[config.mk]
export PLATFORM = sky130hd
export DESIGN_NAME = dps_top
export DESIGN_NICKNAME = d
export VERILOG_FILES = /design/src/design/dps_top.v /design/src/design/dps_sync2.v
export VERILOG_INCLUDE_DIRS = /design/src /design/src/design
export SDC_FILE = /design/constraint.sdc
export NUM_CORES = 1
export LEC_CHECK = 0
export ABC_AREA = 1
export CAP_MARGIN = 10
export CORE_MARGIN = 4
export CORE_UTILIZATION = 35
export DETAILED_ROUTE_END_ITERATION = 12
export DONT_BUFFER_PORTS = 1
export PLACE_DENSITY_LB_ADDON = 0.12
export RECOVER_POWER = 25
export SYNTH_ARGS = -nofsm -noshare
export SYNTH_HDL_FRONTEND = slang
export SYNTH_SLANG_ARGS = --single-unit
export TNS_END_PERCENT = 50
[constraint.sdc]
create_clock -name mclk_in -period 1.9 [get_ports mclk_in]
set_clock_uncertainty 0.05 [all_clocks]
set_input_delay 0.57 -clock mclk_in [delete_from_list [all_inputs] [get_ports mclk_in]]
set_output_delay 0.57 -clock mclk_in [all_outputs]
set_load 0.02 [all_outputs]
[src/design/dps_map.vh]
/*
 * Constants for the drive power state machine: register offsets, command
 * word fields, report word bit positions, state codes and timing counts.
 * Assumes a 200 MHz core clock; included by bare name from design files.
 */
`ifndef DPS_MAP_VH
`define DPS_MAP_VH

// Register offsets on the plain register port.
`define DPS_ADDR_W 4
`define DPS_OFF_CMD 4'h0
`define DPS_OFF_REPORT 4'h1
`define DPS_OFF_CTRL 4'h2
`define DPS_OFF_STAT 4'h3

// Command word bit positions.
`define DPS_CMD_SWON 0
`define DPS_CMD_VOLT 1
`define DPS_CMD_QSTOP 2
`define DPS_CMD_ENOP 3
`define DPS_CMD_RSTF 7

// Report word bit positions.
`define DPS_RPT_RDY 0
`define DPS_RPT_SWON 1
`define DPS_RPT_OPEN 2
`define DPS_RPT_FAULT 3
`define DPS_RPT_VOLT 4

// Control register bits (init done, fatal error, fault event).
`define DPS_CTRL_INIT 0
`define DPS_CTRL_FATAL 1
`define DPS_CTRL_FAULT 2

// Reset values.
`define DPS_CMD_RST 16'h0000
`define DPS_CTRL_RST 16'h0000

// State codes.
`define DPS_ST_START 3'h0
`define DPS_ST_NRDY 3'h1
`define DPS_ST_SOD 3'h2
`define DPS_ST_RDY 3'h3
`define DPS_ST_SWON 3'h4
`define DPS_ST_OPEN 3'h5
`define DPS_ST_QSA 3'h6
`define DPS_ST_FRA 3'h7
`define DPS_ST_FAULT 3'h0

// Fault reaction dwell: between 100 us and 2 ms; 100 us picked.
`define DPS_CLK_MHZ 200
`define DPS_FRA_US 100
`define DPS_FRA_CYC (`DPS_FRA_US * `DPS_CLK_MHZ)

`endif

[src/design/dps_top.v]
/*
 * Drive power state machine: command word interpreter and state report
 * for a servo drive following the usual drive profile.
 * Assumes a plain register port on the core clock and a drive-enable pin
 * that arrives asynchronously and is synchronised here.
 */
// Overview of operation
// - Power-up walks start, init, to switch-on-disabled.
// - Command word writes request state changes; init done, fault events, dwell end and the enable pin also move the state.
// - Report word readable at any time.
// - Internal fault in switched on, operation enabled or quick stop enters reaction, then fault state.
// - Fault left only by reset fault command.
// - Init state disables drive, exits when done.
// - Fatal error on entering disabled state self-resets fault.
// - Only shutdown leaves switch-on-disabled.
// - Ready state: no energy, loops inactive.
// - Ready: switch on, disable voltage, quick stop.
// - Switched on: bridge on, zero command, no target.
// - Switched on: enable, shutdown, disable, quick stop.
// - Operation enabled powers motor, processes targets.
// - Operation enabled: quick stop enters quick stop.
// - Operation enabled: shutdown, disable, enable pin low.
// - Operation enabled: switch on returns switched on.
// - Shutdown 06, switch on 07, enable 0f.
// - Disable bit1 low, quick stop, fault reset edge.
// - Fault reaction dwells 100 us to 2 ms.
// - Report bits: ready, on, enabled, fault, voltage.
`timescale 1ns/1ps
`include "dps_map.vh"
module dps_top
(
    input wire mclk_in,
    input wire rst_n_in,
    input wire ce_in,
    input wire [`DPS_ADDR_W-1:0] addr_in,
    input wire [15:0] wdata_in,
    input wire wr_in,
    input wire rd_in,
    input wire drive_en_in,
    output reg [15:0] rdata_out,
    output reg bridge_en_out,
    output reg loops_run_out,
    output reg zero_cmd_out,
    output reg target_en_out,
    output reg fault_reset_out
);
    reg [2:0] state_reg;
    reg [2:0] state_next;
    reg started_reg;
    reg [15:0] state_command_word_reg;
    reg cmd_pulse_reg;
    reg rst_bit_prev_reg;
    reg [15:0] ctrl_reg;
    reg fault_evt_reg;
    reg [15:0] dwell_reg;
    reg auto_reset_reg;
    reg [15:0] state_report_word;
    wire drive_en_sync;
    wire cmd_shutdown;
    wire cmd_switch_on;
    wire cmd_enable_op;
    wire cmd_disable;
    wire cmd_qstop;
    wire cmd_reset_fault;
    wire dwell_done;
    wire [15:0] cw;

    // The drive-enable pin is asynchronous, so it passes two flops first.
    dps_sync2 u_en_sync
    (
        .mclk_in(mclk_in),
        .rst_n_in(rst_n_in),
        .ce_in(ce_in),
        .d_in(drive_en_in),
        .q_out(drive_en_sync)
    );

    assign cw = state_command_word_reg;

    // Command decode, valid only in the cycle after a command write.
    assign cmd_disable = cmd_pulse_reg && !cw[7] && !cw[`DPS_CMD_VOLT];
    assign cmd_qstop = cmd_pulse_reg && !cw[7] && cw[`DPS_CMD_VOLT] && !cw[`DPS_CMD_QSTOP];
    assign cmd_shutdown = cmd_pulse_reg && !cw[7] && cw[2] && cw[1] && !cw[0];
    assign cmd_switch_on = cmd_pulse_reg && !cw[7] && !cw[3] && cw[2] && cw[1] && cw[0];
    assign cmd_enable_op = cmd_pulse_reg && !cw[7] && cw[3] && cw[2] && cw[1] && cw[0];
    assign cmd_reset_fault = cmd_pulse_reg && cw[`DPS_CMD_RSTF] && !rst_bit_prev_reg;

    assign dwell_done = (dwell_reg >= (`DPS_FRA_CYC - 1));

    // Register writes: the command word is write-only; the control register
    // carries the init-done and fatal-error levels and a fault event strobe.
    always @(posedge mclk_in or negedge rst_n_in)
    begin
        if (!rst_n_in)
        begin
            state_command_word_reg <= `DPS_CMD_RST;
            cmd_pulse_reg <= 1'b0;
            rst_bit_prev_reg <= 1'b0;
            ctrl_reg <= `DPS_CTRL_RST;
            fault_evt_reg <= 1'b0;
        end
        else if (ce_in)
        begin
            cmd_pulse_reg <= 1'b0;
            fault_evt_reg <= 1'b0;
            if (cmd_pulse_reg)
            begin
                // Edge detection of the reset bit compares successive writes.
                rst_bit_prev_reg <= cw[`DPS_CMD_RSTF];
            end
            if (wr_in && addr_in == `DPS_OFF_CMD)
            begin
                state_command_word_reg <= wdata_in;
                cmd_pulse_reg <= 1'b1;
            end
            if (wr_in && addr_in == `DPS_OFF_CTRL)
            begin
                ctrl_reg <= {14'h0000, wdata_in[1:0]};
                fault_evt_reg <= wdata_in[`DPS_CTRL_FAULT];
            end
        end
    end

    // Next-state logic; anything not listed holds the state.
    always @*
    begin
        state_next = state_reg;
        case (state_reg)
            `DPS_ST_START:
            begin
                if (!started_reg)
                begin
                    state_next = `DPS_ST_NRDY;
                end
                else if (cmd_reset_fault)
                begin
                    state_next = `DPS_ST_SOD;
                end
            end
            `DPS_ST_NRDY:
            begin
                if (ctrl_reg[`DPS_CTRL_INIT])
                begin
                    state_next = `DPS_ST_SOD;
                end
            end
            `DPS_ST_SOD:
            begin
                if (cmd_shutdown && !ctrl_reg[`DPS_CTRL_FATAL])
                begin
                    state_next = `DPS_ST_RDY;
                end
            end
            `DPS_ST_RDY:
            begin
                if (cmd_disable || cmd_qstop)
                begin
                    state_next = `DPS_ST_SOD;
                end
                else if (cmd_switch_on)
                begin
                    state_next = `DPS_ST_SWON;
                end
            end
            `DPS_ST_SWON:
            begin
                if (cmd_disable || cmd_qstop)
                begin
                    state_next = `DPS_ST_SOD;
                end
                else if (cmd_shutdown)
                begin
                    state_next = `DPS_ST_RDY;
                end
                else if (cmd_enable_op)
                begin
                    state_next = `DPS_ST_OPEN;
                end
            end
            `DPS_ST_OPEN:
            begin
                if (cmd_disable || !drive_en_sync)
                begin
                    state_next = `DPS_ST_SOD;
                end
                else if (cmd_qstop)
                begin
                    state_next = `DPS_ST_QSA;
                end
                else if (cmd_shutdown)
                begin
                    state_next = `DPS_ST_RDY;
                end
                else if (cmd_switch_on)
                begin
                    state_next = `DPS_ST_SWON;
                end
            end
            `DPS_ST_QSA:
            begin
                if (cmd_disable || !drive_en_sync)
                begin
                    state_next = `DPS_ST_SOD;
                end
                else if (cmd_enable_op)
                begin
                    state_next = `DPS_ST_OPEN;
                end
            end
            `DPS_ST_FRA:
            begin
                if (dwell_done)
                begin
                    state_next = `DPS_ST_FAULT;
                end
            end
            default:
            begin
                state_next = state_reg;
            end
        endcase
        // A fault event only counts in a bridge-on state; the registered bridge
        // output lags the state by a cycle and would let a stale event through.
        if (fault_evt_reg && ((state_reg == `DPS_ST_SWON) || (state_reg == `DPS_ST_OPEN) ||
            (state_reg == `DPS_ST_QSA)))
        begin
            state_next = `DPS_ST_FRA;
        end
    end

    // The start and fault states share a code; started_reg tells them apart,
    // which saves a state bit at the cost of one extra flop.
    always @(posedge mclk_in or negedge rst_n_in)
    begin
        if (!rst_n_in)
        begin
            state_reg <= `DPS_ST_START;
            started_reg <= 1'b0;
            dwell_reg <= 16'h0000;
            auto_reset_reg <= 1'b0;
        end
        else if (ce_in)
        begin
            auto_reset_reg <= 1'b0;
            if (state_reg == `DPS_ST_NRDY)
            begin
                started_reg <= 1'b1;
            end
            if (state_reg == `DPS_ST_FRA)
            begin
                dwell_reg <= dwell_reg + 16'h0001;
            end
            else
            begin
                dwell_reg <= 16'h0000;
            end
            state_reg <= state_next;
            // Entering the disabled state with a fatal error self-issues a reset.
            if (state_next == `DPS_ST_SOD && state_reg != `DPS_ST_SOD && ctrl_reg[`DPS_CTRL_FATAL])
            begin
                auto_reset_reg <= 1'b1;
            end
        end
    end

    // Report word built from the state; fault state needs started_reg.
    always @*
    begin
        state_report_word = 16'h0000;
        case (state_reg)
            `DPS_ST_START:
            begin
                state_report_word[`DPS_RPT_FAULT] = started_reg;
            end
            `DPS_ST_RDY:
            begin
                state_report_word[`DPS_RPT_RDY] = 1'b1;
            end
            `DPS_ST_SWON:
            begin
                state_report_word[`DPS_RPT_RDY] = 1'b1;
                state_report_word[`DPS_RPT_SWON] = 1'b1;
                state_report_word[`DPS_RPT_VOLT] = 1'b1;
            end
            `DPS_ST_OPEN, `DPS_ST_QSA:
            begin
                state_report_word[`DPS_RPT_RDY] = 1'b1;
                state_report_word[`DPS_RPT_SWON] = 1'b1;
                state_report_word[`DPS_RPT_OPEN] = 1'b1;
                state_report_word[`DPS_RPT_VOLT] = 1'b1;
            end
            `DPS_ST_FRA:
            begin
                state_report_word[`DPS_RPT_RDY] = 1'b1;
                state_report_word[`DPS_RPT_SWON] = 1'b1;
                state_report_word[`DPS_RPT_OPEN] = 1'b1;
                state_report_word[`DPS_RPT_FAULT] = 1'b1;
                state_report_word[`DPS_RPT_VOLT] = 1'b1;
            end
            default:
            begin
                state_report_word = 16'h0000;
            end
        endcase
    end

    // Outputs follow the state with one register stage; read data likewise.
    always @(posedge mclk_in or negedge rst_n_in)
    begin
        if (!rst_n_in)
        begin
            rdata_out <= 16'h0000;
            bridge_en_out <= 1'b0;
            loops_run_out <= 1'b0;
            zero_cmd_out <= 1'b0;
            target_en_out <= 1'b0;
            fault_reset_out <= 1'b0;
        end
        else if (ce_in)
        begin
            rdata_out <= 16'h0000;
            if (rd_in)
            begin
                case (addr_in)
                    `DPS_OFF_REPORT: rdata_out <= state_report_word;
                    `DPS_OFF_CTRL: rdata_out <= ctrl_reg;
                    `DPS_OFF_STAT: rdata_out <= {13'h0000, state_reg};
                    default: rdata_out <= 16'h0000; // Command word is write-only.
                endcase
            end
            // Init, disabled and ready states keep bridge, loops, zero command and target off.
            bridge_en_out <= (state_reg == `DPS_ST_SWON) || (state_reg == `DPS_ST_OPEN) ||
                             (state_reg == `DPS_ST_QSA) || (state_reg == `DPS_ST_FRA);
            loops_run_out <= (state_reg == `DPS_ST_SWON) || (state_reg == `DPS_ST_OPEN) ||
                             (state_reg == `DPS_ST_QSA) || (state_reg == `DPS_ST_FRA);
            zero_cmd_out <= (state_reg == `DPS_ST_SWON);
            target_en_out <= (state_reg == `DPS_ST_OPEN) || (state_reg == `DPS_ST_FRA);
            fault_reset_out <= auto_reset_reg;
        end
    end
endmodule // dps_top

[src/design/dps_sync2.v]
/*
 * Two-stage synchroniser for one level from outside the clock domain.
 * Assumes the input is a slow level; the first stage feeds only the second.
 */
`timescale 1ns/1ps
module dps_sync2
(
    input wire mclk_in,
    input wire rst_n_in,
    input wire ce_in,
    input wire d_in,
    output wire q_out
);
    reg meta_reg;
    reg q_reg;

    // Plain double flop, frozen with the clock enable like all other state.
    always @(posedge mclk_in or negedge rst_n_in)
    begin
        if (!rst_n_in)
        begin
            meta_reg <= 1'b0;
            q_reg <= 1'b0;
        end
        else if (ce_in)
        begin
            meta_reg <= d_in;
            q_reg <= meta_reg;
        end
    end

    assign q_out = q_reg;
endmodule // dps_sync2

# After elaboration in Yosys (flattened, before gate mapping)
# Index checks and enable logic that the tools add are counted.
[word_totals]
reg_bits = 56
out_inout_bits = 21
elab_cells = 102
input_bits = 26
[classes]
magnitude_cmp = 1
n_reduce_logical = 46
eq_ne = 12
muxes = 26
add_sub_neg = 1
[op_table]
columns = ["op", "n"]
rows = [
  ["3-bit two-way mux", 15],
  ["3-bit one-hot mux with 8 select lines", 1],
  ["1-bit logical AND", 23],
  ["16-bit by 1-bit adder with 16-bit output (second input constant)", 1],
  ["16-bit by 15-bit greater-or-equal comparator with 1-bit output (second input constant)", 1],
  ["16-bit two-way mux", 1],
  ["5-bit one-hot mux with 3 select lines", 1],
  ["3-bit == test (second input constant)", 4],
  ["3-bit by 2-bit == test with 1-bit output (second input constant)", 3],
  ["4-bit by 2-bit == test with 1-bit output (second input constant)", 2],
  ["1-bit logical NOT", 8],
  ["2-bit AND reduction", 4],
  ["1-bit logical OR", 6],
  ["1-bit two-way mux", 6],
  ["5-bit two-way mux", 1],
  ["5-bit OR reduction", 1],
  ["4-bit by 1-bit == test with 1-bit output (second input constant)", 1],
  ["4-bit logical NOT", 1],
  ["4-bit OR reduction", 1],
  ["3-bit by 1-bit == test with 1-bit output (second input constant)", 1],
  ["3-bit logical NOT", 1],
  ["3-bit by 2-bit != test with 1-bit output (second input constant)", 1],
  ["3-bit OR reduction", 1],
  ["1-bit one-hot mux with 2 select lines", 1],
]

# Depth between registers and ports, before layout
# Gate-level depths: netlist (run 1).
[depth]
word_depth = 16
mapped_depth = 13

# Modules after synthesis
# From an unflattened synthesis (run 1), not the netlist that was laid out.
[unflattened]
hier_cells = 340
area_unflattened_um2 = 2442.3
[modules_own_cells]
columns = ["mod", "cells_each", "instances", "area_per_inst_um2"]
rows = [
  ["dps_top", 331, 1, 2366.0],
  ["dps_sync2", 9, 1, 76.3],
]

# Worst setup path before layout (run 1)
# Ideal clock, no wire load.
[synth_timing]
path_type = "input-to-reg"
from = "input ce_in"
to = "register dwell_reg[14]"
required_ns = 1.731
cell_stages = 9
setup_slack_ns = 0.351
arrival_time_ns = 1.380
path_cell_list = "inv_2 > nor3_4 > nand2_2 > nor2_4 > nand3_2 > nor2_2 > nand3_1 > nand2_1 > nor2_1"
[synth_rtl]
columns = ["element", "line", "text"]
rows = [
  ["start, declared", "dps_top.v:34", "input wire ce_in,"],
  ["end signal, assigned", "dps_top.v:251", "dwell_reg <= dwell_reg + 16'h0001;"],
  ["end, declared", "dps_top.v:55", "reg [15:0] dwell_reg;"],
]

# Worst setup path after layout (run 1)
[layout_timing]
from = "register dwell_reg[0]"
to = "register auto_reset_reg"
[layout_between]
elab_chain_len = 8
[layout_lines]
columns = ["element", "line", "text"]
rows = [
  ["16-bit by 15-bit greater-or-equal comparator with 1-bit output", "dps_top.v:88", "assign dwell_done = (dwell_reg >= (`DPS_FRA_CYC - 1));"],
  ["3-bit two-way mux", "dps_top.v:212", "if (dwell_done)"],
  ["3-bit one-hot mux with 8 select lines", "dps_top.v:128", "case (state_reg)"],
  ["3-bit two-way mux", "dps_top.v:224", "if (fault_evt_reg && ((state_reg == `DPS_ST_SWON) || (state_reg == `DPS_ST_OPEN) ||"],
  ["3-bit by 2-bit == test with 1-bit output (no source line)", "-", ""],
  ["1-bit logical AND (no source line)", "-", ""],
  ["1-bit logical AND", "dps_top.v:259", "if (state_next == `DPS_ST_SOD && state_reg != `DPS_ST_SOD && ctrl_reg[`DPS_CTRL_FATAL])"],
  ["1-bit two-way mux", "dps_top.v:259", ""],
  ["end signal, assigned", "dps_top.v:240", "auto_reset_reg <= 1'b0;"],
  ["end signal, assigned", "dps_top.v:244", "auto_reset_reg <= 1'b0;"],
  ["end signal, assigned", "dps_top.v:261", "auto_reset_reg <= 1'b1;"],
  ["end, declared", "dps_top.v:56", "reg auto_reset_reg;"],
]
# Every way passes these cells.
# A chain may end at the register's enable or synchronous reset.

==> key figures, run 1 <==
Status
  – Outcome: finished, final reports clean

Setup path
  – Critical Path AT: 1820 ps
  – CP Capture Type: register
  – Cells on worst reg2reg path: 12
  – Crit path to: auto_reset_reg
  – Worst Path Required: 2040 ps
  – Reg2reg start: dwell_reg[0]
  – R2R setup slack: 220 ps
  – Crit start category: register
  – CP Class: reg2reg
  – RR Endpoint: auto_reset_reg
  – CP max FO: 3
  – Worst setup startpoint: dwell_reg[0]

STA
  – WHS: 317 ps
  – Min Tclk post-route: 1680 ps
  – Final setup vio count: 0
  – Final Cycle Share: 0.883
  – Max-slew headroom: 0.306
  – Worst Tran Pin Value: 1040 ps
  – TNS Setup: 0 ps
  – RSZ-0062 raised after global routing: no
  – Max frequency: 596 MHz
  – Endpoints failing hold: 0
  – Slew Limit Fails: 0

Layout
  – Util after Layout: 0.392
  – Multi-input logic area: 1140 µm²
  – Area grow syn2layout: 9.18%
  – Largest register FFs: 16
  – Share of layout cells above drive strength 1: 0.115
  – ANT cells: 0
  – Post-route cell area: 2660 µm²
  – Layout Nets: 366
  – FF+latch area: 1050 µm²
  – Fillers: 700

Yosys
  – Synth top area cells: dfrtp_1 43%, nand2_1 13%, inv_1 6.3%
  – Ys async rst share: 1.00
  – Synth warnings: 0
  – Post-synthesis sequential area ratio: 0.431
  – Synth Cell Area: 2440 µm²
  – Register bit total from synthesis: 42
  – Most frequent cell after synthesis: nand2_1
  – Cells after Synth: 332
  – Syn_area_per_cell: 7.35 µm²
  – Yosys top cell area share: 0.431
  – Most used flip-flop cell after synthesis: dfrtp_1
  – Cell taking the most area after synthesis: dfrtp_1
  – Synth unique cells: 32
  – Number of flops mapped to enable cells by yosys: 0
  – Top cells by count, synth: 85 x nand2_1, 42 x dfrtp_1, 41 x inv_1

Worst hold path
  – Min-delay src: ce_in
  – Hold Path Class: in2reg

Global routing
  – GRT Util Overall: 0.149
  – Global route overflow: 0
  – Vias in the first global route: 2009
  – Antenna violations before repair: 0
  – First-pass GRT wire length: 9940 µm
  – Largest net degree at the start of global routing: 43

Place
  – Placed instance area: 2510 µm²
  – HPWL Detailed: 4260 µm
  – IO buf count: 0
  – Gp weighted congestion: 0.880

CTS
  – Clock buffer count from CTS: 5
  – Clk Tree Root Cell: clkbuf_8
  – H-tree levels: 2
  – Clock-pin transition on the worst setup and hold timing paths: 80 ps
  – Later-pin clock latency in the skew report: 290 ps
  – CTS max path bufs: 2
  – Clk sink count: 42
  – CTS tree: yes

Floorplanning
  – Ports: 47
  – Die area: 8370 µm²
  – Die span in x: 91.5 µm
  – Core area: 6790 µm²
  – Die H: 91.5 µm
  – Starting Density: 0.359
  – Core Rows: 30

Route
  – First drt pass iteration count: 5
  – DRT antenna net count: 0
  – WL final: 5740 µm
  – Routed via count: 2043
  – Initial DRC count: 111
  – Post-DR wirelength/cell: 13.2 µm
  – Vias per inst: 4.70
  – Drc violations: 0

Power and ir drop
  – Pwr dens: 862 nW/µm²
  – PnR Total Power: 2290 µW
  – Peak VDD IR: 0.412 mV
  – Leakage: 0.00134 µW

Flow run
  – MaxCap Viol Count: 0
-- area by class of cell --
class,count,area share
tap,96,0.0451
multi-input combinational,236,0.428
sequential,42,0.395
clock buffer,6,0.0310
clock inverter,1,0.0113
timing repair buffer,10,0.0273
inverter,44,0.0620
-- metrics by stage --
| stage | setup slack (ps) | std cells |
|---|---|---|
| floorplan | 351 | 342 |
| global placement | 196 | 424 |
| detailed placement | 198 | 424 |
| CTS | 179 | 432 |
| global route | 32.0 | 435 |
| finish | 222 | 435 |
-- worst min path at each step --
stage,end,slack [ps],cells past startpoint
finish,dwell_reg[0],320,1
global route,dwell_reg[0],300,1
CTS,loops_run_out,60,1
detailed placement,loops_run_out,230,0
global placement,loops_run_out,230,0
floorplan,auto_reset_reg,220,0
-- cells by family after synthesis --
family                     Yosys count  synth area share
adders and majority gates            1           0.00513
buffers and inverters               64             0.120
xor gates and xnor gates             1           0.00359
muxes                                1           0.00410
and+or+nand+nor                    177             0.334
DFF                                 42             0.431
other                                1           0.00154
AOI/OAI and AO/OA                   45             0.101
-- where the power goes --
part | switching (µW) | leakage [µW] | internal (µW)
clock | 303 | 0.0000573 | 421
sequential | 108 | 0.000559 | 968
combinational | 334 | 0.000729 | 161
total | 745 | 0.00134 | 1550
-- routing by layer --
layer	up-vias	share of wire	global-route usage
met5	-	0	0
met4	0	0.0094	0.0364
met3	7	0.051	0.0389
met2	47	0.44	0.229
met1	931	0.50	0.207
li1	1058	-	-
-- critical path: stages, from the launching register on --
cell and delay [ps]:
dfrtp_1 390, ha_1 200, nand2_2 100, inv_1 60
nand2_1 50, nand2_1 70, nand2_1 60, nand3_2 80
nand3_1 90, nor2_1 110, nand3_1 130, nand3_1 130
nand2_1 50
-- what timing repair did --
action | 4_1_cts | 5_1_grt
buffers inserted | 0 | 3
endpoints found under the setup margin | 0 | 3
hold endpoints to repair | 42 | 0
gates resized for setup | 0 | 4
hold buffers | 1 | 0
-- cells in the final DEF, fill, tap and decap left out, drive strengths merged, types with 7 or more instances in the layout --
cell type / n
inv: 44
nand4: 7
o21ai: 22
nand3: 25
nor3: 13
conb: 11
clkbuf: 7
nor2: 40
dfrtp: 42
nand2: 87
a21oi: 16
buf: 9
Power figures use the tool's default switching activity.
==> run 2, diff against run 1 <==
--- a/config.mk
+++ b/config.mk
@@ -7,13 +7,15 @@
 export NUM_CORES = 1
 export LEC_CHECK = 0
 export ABC_AREA = 1
+export BUFFER_PORTS_ARGS = -buffer_cell sky130_fd_sc_hd__buf_2
 export CAP_MARGIN = 10
+export CELL_PAD_IN_SITES_DETAIL_PLACEMENT = 0
+export CELL_PAD_IN_SITES_GLOBAL_PLACEMENT = 1
 export CORE_MARGIN = 4
 export CORE_UTILIZATION = 35
 export DETAILED_ROUTE_END_ITERATION = 12
-export DONT_BUFFER_PORTS = 1
 export PLACE_DENSITY_LB_ADDON = 0.12
-export RECOVER_POWER = 25
+export RECOVER_POWER = 100
 export SYNTH_ARGS = -nofsm -noshare
 export SYNTH_HDL_FRONTEND = slang
 export SYNTH_SLANG_ARGS = --single-unit
==> run 2 against run 1 <==
  * Sequential cell count is the same
  * Critical endpoint is now dwell_reg[12]
  * Critical path type unchanged
  * Worst setup slack improved by 6.7 ps
  * Maximum frequency is 0.40% higher
  * Die area stayed put
  * Global-route usage is 0.46 points higher
  * Sequential power hardly changed
==> key figures, run 2 (synthesis results as in run 1) <==
Status
  – Outcome: finished, final reports clean

Setup path
  – CP Capture Type: register
  – CP max FO: 9 (+6)
  – Critical Path AT: 1840 ps (+20 ps)
  – Crit start category: register
  – CP Class: reg2reg
  – Worst Path Required: 2070 ps (+30 ps)

Layout
  – Finished Layout Cells: 462 (+6.2%)
  – FF+latch area: 1050 µm² (-0.12%)
  – ANT cells: 0 (unchanged)
  – Area grow syn2layout: 14.3%
  – Fillers: 738 (+5.4%)
  – Layout Nets: 393 (+7.4%)
  – Commonest non-fill, non-tap cell in the layout: nand2_1
  – Multi-input logic area: 1130 µm² (-0.44%)
  – Most frequent cells in the layout: 85 x nand2_1, 42 x dfrtp_1, 41 x inv_1, 33 x nor2_1
  – Largest register FFs: 16 (unchanged)
  – Share of layout cells above drive strength 1: 0.128 (+0.0134)

Route
  – Vias per inst: 4.66 (-0.68%)
  – Initial DRC count: 112 (+0.90%)
  – DRT antenna net count: 0 (unchanged)
  – First drt pass iteration count: 4 (-1)
  – Post-DR wirelength/cell: 12.7 µm (-3.4%)
  – Routed via count: 2155 (+5.5%)
  – Drc violations: 0 (unchanged)
  – WL final: 5890 µm (+2.6%)

STA
  – Min Tclk post-route: 1670 ps (-6.67 ps)
  – WHS: 395 ps (+77.4 ps)
  – RSZ-0062 raised after global routing: no
  – Final Cycle Share: 0.880 (-0.00351)
  – Endpoints failing hold: 0 (unchanged)
  – Worst Tran Pin Value: 1080 ps (+41.2 ps)
  – Slew Limit Fails: 0 (unchanged)
  – TNS Setup: 0 ps (unchanged)
  – Max frequency: 598 MHz (+0.40%)
  – Final setup margin: 229 ps (+6.67 ps)
  – Final setup vio count: 0 (unchanged)
  – Max-slew headroom: 0.279 (-0.0275)

Floorplanning
  – Die span in x: 91.5 µm (unchanged)
  – Die H: 91.5 µm (unchanged)
  – Die area: 8370 µm² (unchanged)
  – Ports: 47 (unchanged)
  – Starting Density: 0.359 (unchanged)
  – Core area: 6790 µm² (unchanged)
  – Core Rows: 30 (unchanged)

Global routing
  – GRT Util Overall: 0.153 (+0.00462)
  – First-pass GRT wire length: 10400 µm (+4.2%)
  – Antenna violations before repair: 0 (unchanged)
  – Largest net degree at the start of global routing: 25 (-42%)
  – Global route overflow: 0 (unchanged)
  – Vias in the first global route: 2172 (+8.1%)

CTS
  – CTS tree: yes
  – Clock buffer count from CTS: 5 (unchanged)
  – Clock-pin transition on the worst setup and hold timing paths: 80 ps (about the same)
  – CTS max path bufs: 2 (unchanged)
  – Post-CTS Hold Buffers: 0 (-1)
  – Clk Tree Root Cell: clkbuf_8
  – Clk sink count: 42 (unchanged)
  – Later-pin clock latency in the skew report: 300 ps (about the same)
  – H-tree levels: 2 (unchanged)

Place
  – Gp weighted congestion: 0.820 (-6.8%)
  – IO buf count: 24 (+24)
  – Pre-CTS WS: 137 ps (-61.3 ps)
  – HPWL Detailed: 4590 µm (+7.6%)
  – Cells after DPL: 454 (+7.1%)

Worst hold path
  – Hold Path Class: in2async

Power and ir drop
  – Leakage: 0.00141 µW (+4.8%)
  – Peak VDD IR: 0.341 mV (-17%)
  – PnR Total Power: 2330 µW (+1.4%)
  – Pwr dens: 835 nW/µm² (-3.1%)

Flow run
  – MaxCap Viol Count: 0 (unchanged)
[run 2: path summary, 6_finish.rpt]
kind                               startpoint                 end  slack [ps]  cells after the start
max in group asynchronous            rst_n_in        rdata_out[4]         720                      2
min in group mclk_in              drive_en_in  u_en_sync.meta_reg         420                      3
setup / recovery                 state_reg[0]       dwell_reg[12]         230                      8
setup reg to reg                 state_reg[0]       dwell_reg[12]         230                      8
hold reg to reg            u_en_sync.meta_reg  u_en_sync.meta_reg         430                      2
hold / removal                       rst_n_in        dwell_reg[8]         390                      1
[run 2: through the flow]
step	util	area [µm²]
finish	0.410	2790
global route	0.410	2790
CTS	0.413	2800
detailed placement	0.396	2690
global placement	0.396	2690
floorplan	-	2480
[run 2: critical path, cell delays in order, from the launching register on]
cell and delay (ps):
dfrtp_1 540, nand2_1 90, inv_1 70, nand2_1 80, clkbuf_4 150, nand2_1 70
clkbuf_1 280, o21ai_0 140, a21oi_1 140
[run 2: layout make-up]
type | instances | area share
timing repair buffer | 37 | 0.0727
sequential | 42 | 0.377
multi-input combinational | 236 | 0.407
clock inverter | 1 | 0.0108
inverter | 44 | 0.0593
tap | 96 | 0.0431
clock buffer | 6 | 0.0296
[run 2: power by group]
| part | internal, µW | switching, µW |
|---|---|---|
| Combinational | 173 | 354 |
| Sequential | 965 | 96.4 |
| Clock | 421 | 319 |
| Total | 1560 | 769 |
[run 2: what timing repair did]
item                                    4_1_cts  5_1_grt
endpoints found under the setup margin        0        3
endpoints found under the hold margin         0        0
resized for setup                             0        2
buffers inserted                              0        1
[run 2: routing by layer]
metal	vias up	GRT usage	wire, µm
met5	-	0	0
met4	0	0.0553	72
met3	8	0.0249	224
met2	41	0.262	2830
met1	992	0.193	2760
li1	1114	-	-
